File: config.mk
export PLATFORM = sky130hd
export DESIGN_NAME = regfile_flags
export DESIGN_NICKNAME = d
export VERILOG_FILES = /design/src/shared/regfile_flags_pkg.sv /design/src/verilog/regfile_flags.sv /design/src/verilog/overflow_judge.sv
export SDC_FILE = /design/constraint.sdc
export NUM_CORES = 1
export LEC_CHECK = 0
export ABC_AREA = 0
export ABC_CLOCK_PERIOD_IN_PS = 12900
export BUFFER_PORTS_ARGS = -buffer_cell sky130_fd_sc_hd__buf_2
export CORE_MARGIN = 2
export CORE_UTILIZATION = 39
export CTS_CLUSTER_DIAMETER = 200
export DETAILED_ROUTE_END_ITERATION = 12
export HOLD_SLACK_MARGIN = 0.1
export SYNTH_ARGS = -nofsm -noshare
export SYNTH_HDL_FRONTEND = slang
export SYNTH_SLANG_ARGS = --single-unit
File: constraint.sdc
create_clock -name ref_clk -period 12.9 [get_ports ref_clk]
set_input_delay 3.87 -clock ref_clk [delete_from_list [all_inputs] [get_ports ref_clk]]
set_output_delay 3.87 -clock ref_clk [all_outputs]
set_load 0.03 [all_outputs]
File: src/shared/regfile_flags_pkg.sv
/*
  Constants and types for the general register file with its
  overflow and carry flag judge.
  Assumes one core clock and a synchronous active-low reset.
*/
package regfile_flags_pkg;

  localparam int REG_COUNT = 8;
  localparam int REG_IDX_W = 3;
  localparam int WORD_W = 32;
  localparam logic [REG_IDX_W-1:0] STACK_REG_IDX = 3'h7;
  localparam logic [WORD_W-1:0] REG_RESET_VALUE = 32'h00000000;

  // Signed bounds per operand size, plus unsigned byte bounds
  localparam logic [7:0] BYTE_SMAX = 8'h7f;
  localparam logic [7:0] BYTE_SMIN = 8'h80;
  localparam logic [15:0] WORD_SMAX = 16'h7fff;
  localparam logic [15:0] WORD_SMIN = 16'h8000;
  localparam logic [31:0] LONG_SMAX = 32'h7fffffff;
  localparam logic [31:0] LONG_SMIN = 32'h80000000;
  localparam logic [7:0] BYTE_UMAX = 8'hff;
  localparam logic [7:0] BYTE_UMIN = 8'h00;

  // Condition code bit positions of the two flags
  localparam int CC_CARRY_BIT = 0;
  localparam int CC_OVFL_BIT = 1;

  typedef enum logic [2:0] {
    VIEW_LONG = 3'h0,
    VIEW_UPPER = 3'h1,
    VIEW_LOWER = 3'h3,
    VIEW_BYTE_HI = 3'h2,
    VIEW_BYTE_LO = 3'h6
  } reg_view_t;

  typedef enum logic [1:0] {
    SIZE_BYTE = 2'h0,
    SIZE_WORD = 2'h1,
    SIZE_LONG = 2'h3
  } op_size_t;

  typedef enum logic [1:0] {
    OP_ADD = 2'h0,
    OP_SUB = 2'h1
  } op_kind_t;

  typedef struct packed {
    logic [REG_IDX_W-1:0] idx;
    reg_view_t view;
  } reg_sel_t;

  typedef struct packed {
    logic start;
    op_kind_t kind;
    op_size_t size;
    logic [WORD_W-1:0] a;
    logic [WORD_W-1:0] b;
  } alu_req_t;

  typedef struct packed {
    logic overflow;
    logic carry;
  } cc_flags_t;

endpackage : regfile_flags_pkg

File: src/verilog/regfile_flags.sv
/*
  General register file with sized views, stack pointer tap and
  the arithmetic flag update.
  Assumes the decoder issues one write, two reads and an operation
  request per cycle on the same core clock.
*/
`timescale 1ns/1ps
module regfile_flags
  import regfile_flags_pkg::*;
#(
  parameter int NREGS = REG_COUNT
)
(
  // Clock and reset
  input wire logic ref_clk,
  input wire logic reset_n,
  // Register write
  input wire logic wr_en,
  input wire reg_sel_t wr_sel,
  input wire logic [WORD_W-1:0] wr_data,
  // Register reads
  input wire reg_sel_t rd_sel_a,
  input wire reg_sel_t rd_sel_b,
  output logic [WORD_W-1:0] rd_data_a,
  output logic [WORD_W-1:0] rd_data_b,
  // Stack pointer
  output logic [WORD_W-1:0] stack_pointer,
  // Arithmetic
  input wire alu_req_t alu_req,
  output logic [WORD_W-1:0] alu_result,
  output logic alu_done,
  output cc_flags_t condition_code_register
);

  logic [WORD_W-1:0] regs_reg [NREGS];
  logic [WORD_W-1:0] regs_next [NREGS];
  logic [WORD_W-1:0] rd_a_reg, rd_a_next, rd_b_reg, rd_b_next;
  logic [WORD_W-1:0] sp_reg, sp_next, res_reg, res_next;
  logic done_reg, done_next;
  cc_flags_t cc_reg, cc_next;
  logic [WORD_W-1:0] judge_result;
  cc_flags_t judge_flags;

  // Extract a view, right-aligned, zero above
  function automatic logic [WORD_W-1:0] view_read(input logic [WORD_W-1:0] r, input reg_view_t v);
    case (v)
      VIEW_UPPER: view_read = {16'h0000, r[31:16]};
      VIEW_LOWER: view_read = {16'h0000, r[15:0]};
      VIEW_BYTE_HI: view_read = {24'h000000, r[15:8]};
      VIEW_BYTE_LO: view_read = {24'h000000, r[7:0]};
      default: view_read = r;
    endcase
  endfunction : view_read

  // Merge a view into a register, other bits kept
  function automatic logic [WORD_W-1:0] view_write(input logic [WORD_W-1:0] r,
                                                   input reg_view_t v,
                                                   input logic [WORD_W-1:0] d);
    case (v)
      VIEW_UPPER: view_write = {d[15:0], r[15:0]};
      VIEW_LOWER: view_write = {r[31:16], d[15:0]};
      VIEW_BYTE_HI: view_write = {r[31:16], d[7:0], r[7:0]};
      VIEW_BYTE_LO: view_write = {r[31:8], d[7:0]};
      default: view_write = d;
    endcase
  endfunction : view_write

  overflow_judge judge (
    .kind(alu_req.kind),
    .size(alu_req.size),
    .a(alu_req.a),
    .b(alu_req.b),
    .result(judge_result),
    .flags(judge_flags)
  );

  genvar gi;
  generate
    for (gi = 0; gi < NREGS; gi++) begin : g_reg
      always_comb begin
        regs_next[gi] = regs_reg[gi];
        if (wr_en && (wr_sel.idx == REG_IDX_W'(gi))) begin
          regs_next[gi] = view_write(regs_reg[gi], wr_sel.view, wr_data);
        end
      end
      always_ff @(posedge ref_clk) begin
        if (!reset_n) begin
          regs_reg[gi] <= REG_RESET_VALUE;
        end else begin
          regs_reg[gi] <= regs_next[gi];
        end
      end
    end
  endgenerate

  always_comb begin
    // Reads see the file as it stood before this cycle's write
    rd_a_next = view_read(regs_reg[rd_sel_a.idx], rd_sel_a.view);
    rd_b_next = view_read(regs_reg[rd_sel_b.idx], rd_sel_b.view);
    // Same storage as register seven, so any view write moves it
    sp_next = regs_next[STACK_REG_IDX];
    res_next = res_reg;
    cc_next = cc_reg;
    done_next = 1'b0;
    if (alu_req.start) begin
      // One update at the end of the operation; idle cycles hold
      res_next = judge_result;
      cc_next = judge_flags;
      done_next = 1'b1;
    end
  end

  always_ff @(posedge ref_clk) begin
    if (!reset_n) begin
      rd_a_reg <= REG_RESET_VALUE;
      rd_b_reg <= REG_RESET_VALUE;
      sp_reg <= REG_RESET_VALUE;
      res_reg <= REG_RESET_VALUE;
      cc_reg <= '0;
      done_reg <= 1'b0;
    end else begin
      rd_a_reg <= rd_a_next;
      rd_b_reg <= rd_b_next;
      sp_reg <= sp_next;
      res_reg <= res_next;
      cc_reg <= cc_next;
      done_reg <= done_next;
    end
  end

  assign rd_data_a = rd_a_reg;
  assign rd_data_b = rd_b_reg;
  assign stack_pointer = sp_reg;
  assign alu_result = res_reg;
  assign alu_done = done_reg;
  assign condition_code_register = cc_reg;

endmodule : regfile_flags

File: src/verilog/overflow_judge.sv
/*
  Combinational judge of result and flags for add and subtract.
  Assumes operands are already right-aligned to the selected size.
*/
`timescale 1ns/1ps
module overflow_judge
  import regfile_flags_pkg::*;
(
  // Operation
  input wire op_kind_t kind,
  input wire op_size_t size,
  input wire logic [WORD_W-1:0] a,
  input wire logic [WORD_W-1:0] b,
  // Outcome
  output logic [WORD_W-1:0] result,
  output cc_flags_t flags
);

  function automatic logic top_bit(input logic [WORD_W-1:0] v, input op_size_t s);
    case (s)
      SIZE_BYTE: top_bit = v[7];
      SIZE_WORD: top_bit = v[15];
      default: top_bit = v[31];
    endcase
  endfunction : top_bit

  function automatic logic carry_out(input logic [WORD_W:0] w, input logic [WORD_W-1:0] x,
                                     input logic [WORD_W-1:0] y, input op_size_t s);
    logic [WORD_W-1:0] cin;
    cin = w[WORD_W-1:0] ^ x ^ y;
    case (s)
      SIZE_BYTE: carry_out = cin[8];
      SIZE_WORD: carry_out = cin[16];
      default: carry_out = w[WORD_W];
    endcase
  endfunction : carry_out

  logic [WORD_W:0] wide;
  logic [WORD_W-1:0] b_eff;
  logic sa;
  logic sb;
  logic sr;

  always_comb begin
    b_eff = (kind == OP_SUB) ? ~b : b;
    wide = {1'b0, a} + {1'b0, b_eff} + {{WORD_W{1'b0}}, (kind == OP_SUB)};
    result = wide[WORD_W-1:0];
    // Flags judged at the top bit of the chosen size only
    sa = top_bit(a, size);
    sb = top_bit(b_eff, size);
    sr = top_bit(result, size);
    // Same-sign operands giving other-sign result: out of signed range
    flags.overflow = (sa == sb) && (sr != sa);
    // Carry out above max on add, borrow below zero on subtract
    flags.carry = carry_out(wide, a, b_eff, size) ^ (kind == OP_SUB);
  end

endmodule : overflow_judge

-- Word level (Yosys, flattened, before mapping)
Memories as Yosys holds them, arrays and structs flattened.
Cells that the tools add are included.
- memories kept: 1
- input port bits: 122
- flip-flop bits (word level): 131
- memory bits (writable): 256
- memories (memory ; words ; bits a word ; read ports ; clocked after memory_dff ; wr ports ; RTL line ; text):
    regs_reg ; 8 ; 32 ; 3 ; 0 ; 8 ; regfile_flags.sv:35 ; logic [WORD_W-1:0] regs_reg [NREGS];
- bitwise gates (word level): 26
- equal/unequal tests: 93
- add/sub/neg operators: 2
- reductions and logical operators: 32
- muxes and demuxes: 48
- operators by type and width (operator ; count):
    32-bit one-hot mux with 4 select lines ; 10
    32-bit two-way mux ; 10
    16-bit two-way mux ; 7
    8-bit two-way mux ; 14
    2-bit inequality test, second input constant ; 49
    4-bit AND reduction ; 14
    5-bit AND reduction ; 7
    17-bit bitwise XOR ; 2
    32-bit by 32-bit adder with 33-bit output ; 1
    33-bit by 1-bit adder with 33-bit output ; 1
    32-bit NOT ; 1
    3-bit by 2-bit == test with 1-bit output, second input constant ; 8
    1-bit bitwise OR ; 22
    3-bit == test, second input constant ; 7
    1-bit inequality test, second input constant ; 21
    3-bit by 1-bit == test with 1-bit output, second input constant ; 4
    1-bit logical AND ; 9
    1-bit one-hot mux with 2 select lines ; 4
    2-bit by 1-bit == test with 1-bit output, second input constant ; 2
    3-bit logical NOT ; 1
    1-bit two-way mux ; 3
    2-bit logical NOT ; 1
    1-bit == test ; 1
    1-bit inequality test ; 1
    1-bit bitwise XOR ; 1

-- Longest topological paths before layout
- word-level depth: 8
- mapped depth: 16
- depth with buffers taken out: 14

-- Modules after synthesis
From an unflattened synthesis, not the netlist that was laid out.
- cells, all modules: 1558
- area total of the unflattened synthesis: 18918.1 µm²
- by module, submodules not included (module ; cells each ; instances ; sequential area each (µm²) ; area an instance (µm²)):
    regfile_flags ; 1225 ; 1 ; 9349.0 ; 16572.1
    overflow_judge ; 333 ; 1 ; 0.0 ; 2346.0

-- Least setup slack after synthesis
No wires, ideal clock.
- path kind: input port to flip-flop
- from: in alu_req[67] (netlist name)
- to: reg cc_reg (netlist bit condition_code_register[1])
- setup slack: 5.940 ns
- data arrival time: 6.874 ns
- cell stages on the path: 14
- library setup time: 0.086 ns
- data required time: 12.814 ns
- cells stage by stage: nand2b_4 -> buf_6 -> clkbuf_1 -> xnor2_1 -> ha_1 -> and3_1 -> nand4_1 -> o211a_1 -> o41a_1 -> nor3b_2 -> nor4b_1 -> nor4_1 -> mux2i_1 -> a211oi_1
- longest elaborated chain between the ends: 7
- elaborated cells on any way between the ends: 9
- RTL lines (element ; RTL line ; text):
    from (decl) ; regfile_flags.sv:29 ; input wire alu_req_t alu_req,
    2-bit by 1-bit == test with 1-bit output * ; overflow_judge.sv:45, overflow_judge.sv:46 ;
    32-bit two-way mux ; overflow_judge.sv:45 ; b_eff = (kind == OP_SUB) ? ~b : b;
    32-bit by 32-bit adder with 33-bit output ; overflow_judge.sv:46 ; wide = {1'b0, a} + {1'b0, b_eff} + {{WORD_W{1'b0}}, (kind == OP_SUB)};
    33-bit by 1-bit adder with 33-bit output ; overflow_judge.sv:46 ;
    1-bit one-hot mux with 2 select lines ; overflow_judge.sv:20 ; case (s)
    1-bit inequality test ; overflow_judge.sv:53 ; flags.overflow = (sa == sb) && (sr != sa);
    1-bit logical AND * ; overflow_judge.sv:53 ;
    to (signal assigned) ; regfile_flags.sv:126 ; cc_reg <= cc_next;
    to (decl) ; regfile_flags.sv:40 ; cc_flags_t cc_reg, cc_next;
Every way passes the cells marked *; elsewhere a longest branch is shown, timed or not.
A chain may end at the register's enable or synchronous reset.

-- Final worst setup path
- from: in alu_req[67] (netlist name)
- to: reg res_reg[28], in the netlist alu_result[28]
- longest elaborated chain between the ends: 4
- RTL lines (element ; RTL line ; text):
    2-bit by 1-bit == test with 1-bit output * ; overflow_judge.sv:45, overflow_judge.sv:46 ;
    32-bit two-way mux ; overflow_judge.sv:45 ;
    32-bit by 32-bit adder with 33-bit output ; overflow_judge.sv:46 ;
    33-bit by 1-bit adder with 33-bit output * ; overflow_judge.sv:46 ;
    to (signal assigned) ; regfile_flags.sv:125 ; res_reg <= res_next;
    to (decl) ; regfile_flags.sv:38 ; logic [WORD_W-1:0] sp_reg, sp_next, res_reg, res_next;
Marked as above.

==> impl_summary.md <==
Synth
After synthesis, the share of flip-flops with an asynchronous set or reset is 0%. After synthesis the netlist holds a flip-flop and latch count of 355. The synthesized netlist net count is 1789. The most used flip-flop cell after synthesis is edfxtp_1. The area of the mapped netlist is 0.01863 sq mm. The compound-gate portion of the synthesized area is 8.678%. The sequential fraction of the synthesis area is 50.19%. The count of synthesis-stage warnings from yosys is 0. The synthesized netlist devotes 2.680% of its cell area to XOR and XNOR gates. The combinational family with the most area after synthesis is multiplexers. Each instance of the synthesized netlist takes up on average 11.39 sq um. Of the total synthesized cell area, the portion taken by full adders, half adders and majority gates is 2.190%. Of the post-synthesis cell area, the part taken by muxes is 20.31%.

Synthesis produced a netlist whose cell count is 1635. The simple-gate share of the synthesized area is 13.47%. The number of flops mapped to enable cells by yosys is 224. The count of unique library cells instantiated by Yosys is 62.

Global route
The total congestion overflow is 0. The first global-routing pass estimated 92990 um of wire. In the global route stage, met1 resource usage came out at 33.93%. Global routing used 25.35% of the available tracks. For this run, global-route usage on met2 was measured as 40.92%. Entering global routing, the biggest net connects 70 pins. The peak-usage layer in the global routing report is met2. The initial antenna violation count is 1. Global routing consumed, on the met3 layer, 4.880% of the routing resources. The via count of the first global-routing pass is 14.29k.

Min path
In this run the most critical hold path is launched from alu_result[1]$_SDFFE_PN0P_. The kind of path behind the tightest hold check is flip-flop to flip-flop. The path with the worst hold slack has its endpoint at alu_result[1]$_SDFFE_PN0P_. The worst hold path depth is 2.

Critical path
The worst setup slack for register-to-register paths is 10880 ps. The worst setup path is captured at a flip-flop. The kind of critical path is primary input to flip-flop.

The launching point of the worst reg2reg path is regs_reg[6][21]$_SDFFCE_PN0P_. The nature of the critical path startpoint is a primary input. In this run the worst path has a maximum fanout of 36.

Data arrives at the worst endpoint at 7300 ps. The critical path data required time is 13360 ps. The number of cells on the worst reg-to-reg path is 5. The endpoint identified for the worst register-to-register timing path is rd_data_b[5]$_SDFF_PN0_.

Timing
For the final database, setup skew stands at 24.75 ps. Setup repair after global routing left no endpoint under its margin. The final critical path time including I/O delays and setup is 6847 ps. The minimum setup slack in the final design is 6053 ps. The sum of negative setup slack is 0 ps. The maximum clock frequency is 0.1461 GHz. The number of endpoints with negative hold slack in the final report is 0. The final count of pins violating max slew is 0. After layout, the worst path uses 53.07% of the clock period. At the pin with the least slew margin, the transition time is 1105 ps. The final setup violation count is 0. The headroom to the max-slew limit is 25.85%.

Drt
The count of antenna-violating nets left after detailed routing is 0. The number of DRC violations after detailed-routing iteration 0 is 1499. The final route contains 14.46k vias. The total routed wirelength is 63340 um. The number of iterations in the first detailed-routing pass is 5. The detailed-route vias per instance is 5.797.

Dividing the detail-routed wire length by the instance count gives 25.39 um. The post-detailed-route DRC marker count is 0.

Power and ir drop
In this run the static leakage power is 8.490 nW. The power per unit of standard cell area is 145.5 mW/mm^2. The highest ir drop seen on vdd is 87.56 uV.

Clock network
Once the clock tree was built, the setup fixing pass inserted 0 buffers. The register clock-pin slew on the reported worst setup and hold paths is 60 ps. The number of hold-repair buffers added at the cts stage is 0. The clock tree from TritonCTS is yes. The cell sitting at the root of the clock tree is a clkbuf_16. The maximum clock insertion buffer count is 3. Buffers inserted during clock tree synthesis total 41. The later-pin clock latency in the skew report is 580 ps. The clock sink count is 355. The post-cts sizing count is 0.

The clock tree synthesis step divided the H-tree into 2 levels.

Layout
The final cell count without fillers is 2495. After filler insertion, the fill cell instance count of the layout stands at 4451. The fraction of final layout cells with drive strength greater than 1 is 25.39%. The layout overhead on the synthesized area is 17.39%. The most common cell after layout, fill and taps aside is nor2_1. Leaving out fill and tap cells, the most frequent cells in the layout are 426 x nor2_1, 250 x buf_2, 224 x edfxtp_1. In the final design database the tool counted 2000 nets. The utilization after layout is 46.09%.

The number of flip-flops in the largest register is 256.

Floorplanning
253 I/O pins were placed. The floorplan die area is 0.04953 sq mm. Row generation in the floorplan step produced 80 rows. The x dimension of the die is 222.6 um. The effective utilization at floorplan is 39.26%. The floorplan step set the die height to 222.6 um. After floorplanning, the core was sized to cover 0.04745 sq mm.

Placed design
The worst setup timing slack at the placement stage is 5499 ps. The detailed placer's ending HPWL is 44010 um. The global placement routability congestion is 0.9095. Counting tap cells, the placed design contains a total of 2418 instances.

During placement, the flow inserted port buffers numbering 252.

Flow run
The tool flagged a number of max-cap violations equal to 0.

Run status
The flow ran to the end, and the final reports show no timing, DRC or antenna violations.
-- per-stage QoR --
| stage | power (mW) | hold WS, ps | area [sq um] |
|---|---|---|---|
| 2_1_floorplan | 1.745 | 590.6 | 18630 |
| 3_3_place_gp | 1.950 | 467.9 | 20430 |
| 3_5_place_dp | 1.957 | 473.0 | 20430 |
| 4_1_cts | 3.195 | 482.5 | 21860 |
| 5_1_grt | 3.286 | 512.5 | 21860 |
| 6_report | 3.182 | 483.3 | 21870 |
-- cells by family after synthesis --
logic type | count (synthesis)
AO/OA/AOI/OAI | 249
XOR/XNOR | 57
adder cells (fa/ha/maj) | 32
buffers and inverters | 121
flip-flops | 355
multiplexers | 218
AND/OR/NAND/NOR | 603
-- synthesized netlist by cell type, types with 8 or more instances --
master    count  area (sq um)
nor2_1      426          1599
edfxtp_1    224          6726
dfxtp_1     131          2623
mux4_2      128          2883
mux2i_1      90         900.9
a21oi_1      82         410.4
nand2_1      80         300.3
clkbuf_1     75         281.5
xnor2_1      44         385.4
a211oi_1     33         247.7
ha_1         31         387.9
buf_1        27         101.4
o21ai_0      25         125.1
nor2b_1      20         125.1
nand3_1      17         85.08
o22a_1       17         148.9
inv_1        16         60.06
o22ai_1      16         100.1
a21o_1       13         97.59
xor2_1       13         113.9
o21ai_1      12         60.06
nand2b_1     11         68.82
nor3b_1      10         75.07
a22o_1        9         78.83
nor3_1        8         40.04
or3_1         8         50.05
-- how the worst max path moves through the flow --
stage,startpoint,end,cells after the start
global route,alu_req[67],alu_result[28]$_SDFFE_PN0P_,15
floorplan,alu_req[67],condition_code_register[1]$_SDFFE_PN0P_,14
detailed placement,alu_req[67],alu_result[28]$_SDFFE_PN0P_,15
CTS,alu_req[67],alu_result[28]$_SDFFE_PN0P_,15
global placement,alu_req[67],alu_result[28]$_SDFFE_PN0P_,15
finish,alu_req[67],alu_result[28]$_SDFFE_PN0P_,15
-- metal layers --
layer	wire (um)	part of all wire [%]
met1	25770	41
met2	29300	46
met3	5931	9.4
met4	2335	3.7
met5	7	0.011
-- layout make-up --
type	count	area [sq um]	area share, %
sequential	355	9349	42.75
antenna	1	2.502	0.01144
timing repair buffer	272	1416	6.477
clock buffer	62	1236	5.653
clock inverter	14	201.4	0.9212
inverter	17	65.06	0.2975
multi-input combinational	1159	8827	40.37
tap	615	769.5	3.519
-- power by group --
group	internal, mW	switching, mW
clock	0.746	0.498
combinational	0.224	0.391
sequential	1.28	0.0389
total	2.25	0.928
-- worst max-delay path, stage by stage --
cell      delay (ps)
buf_2            100
nand2b_4         430
xnor2_1          400
inv_1             90
fa_1             410
nand2b_1         180
a21oi_1          200
o211ai_1         160
a21oi_1          340
o211a_1          280
o21ai_1          130
a21oi_1          170
o21ai_1          110
a21o_1           190
a32o_1           240
Power figures use the tool's default switching activity.
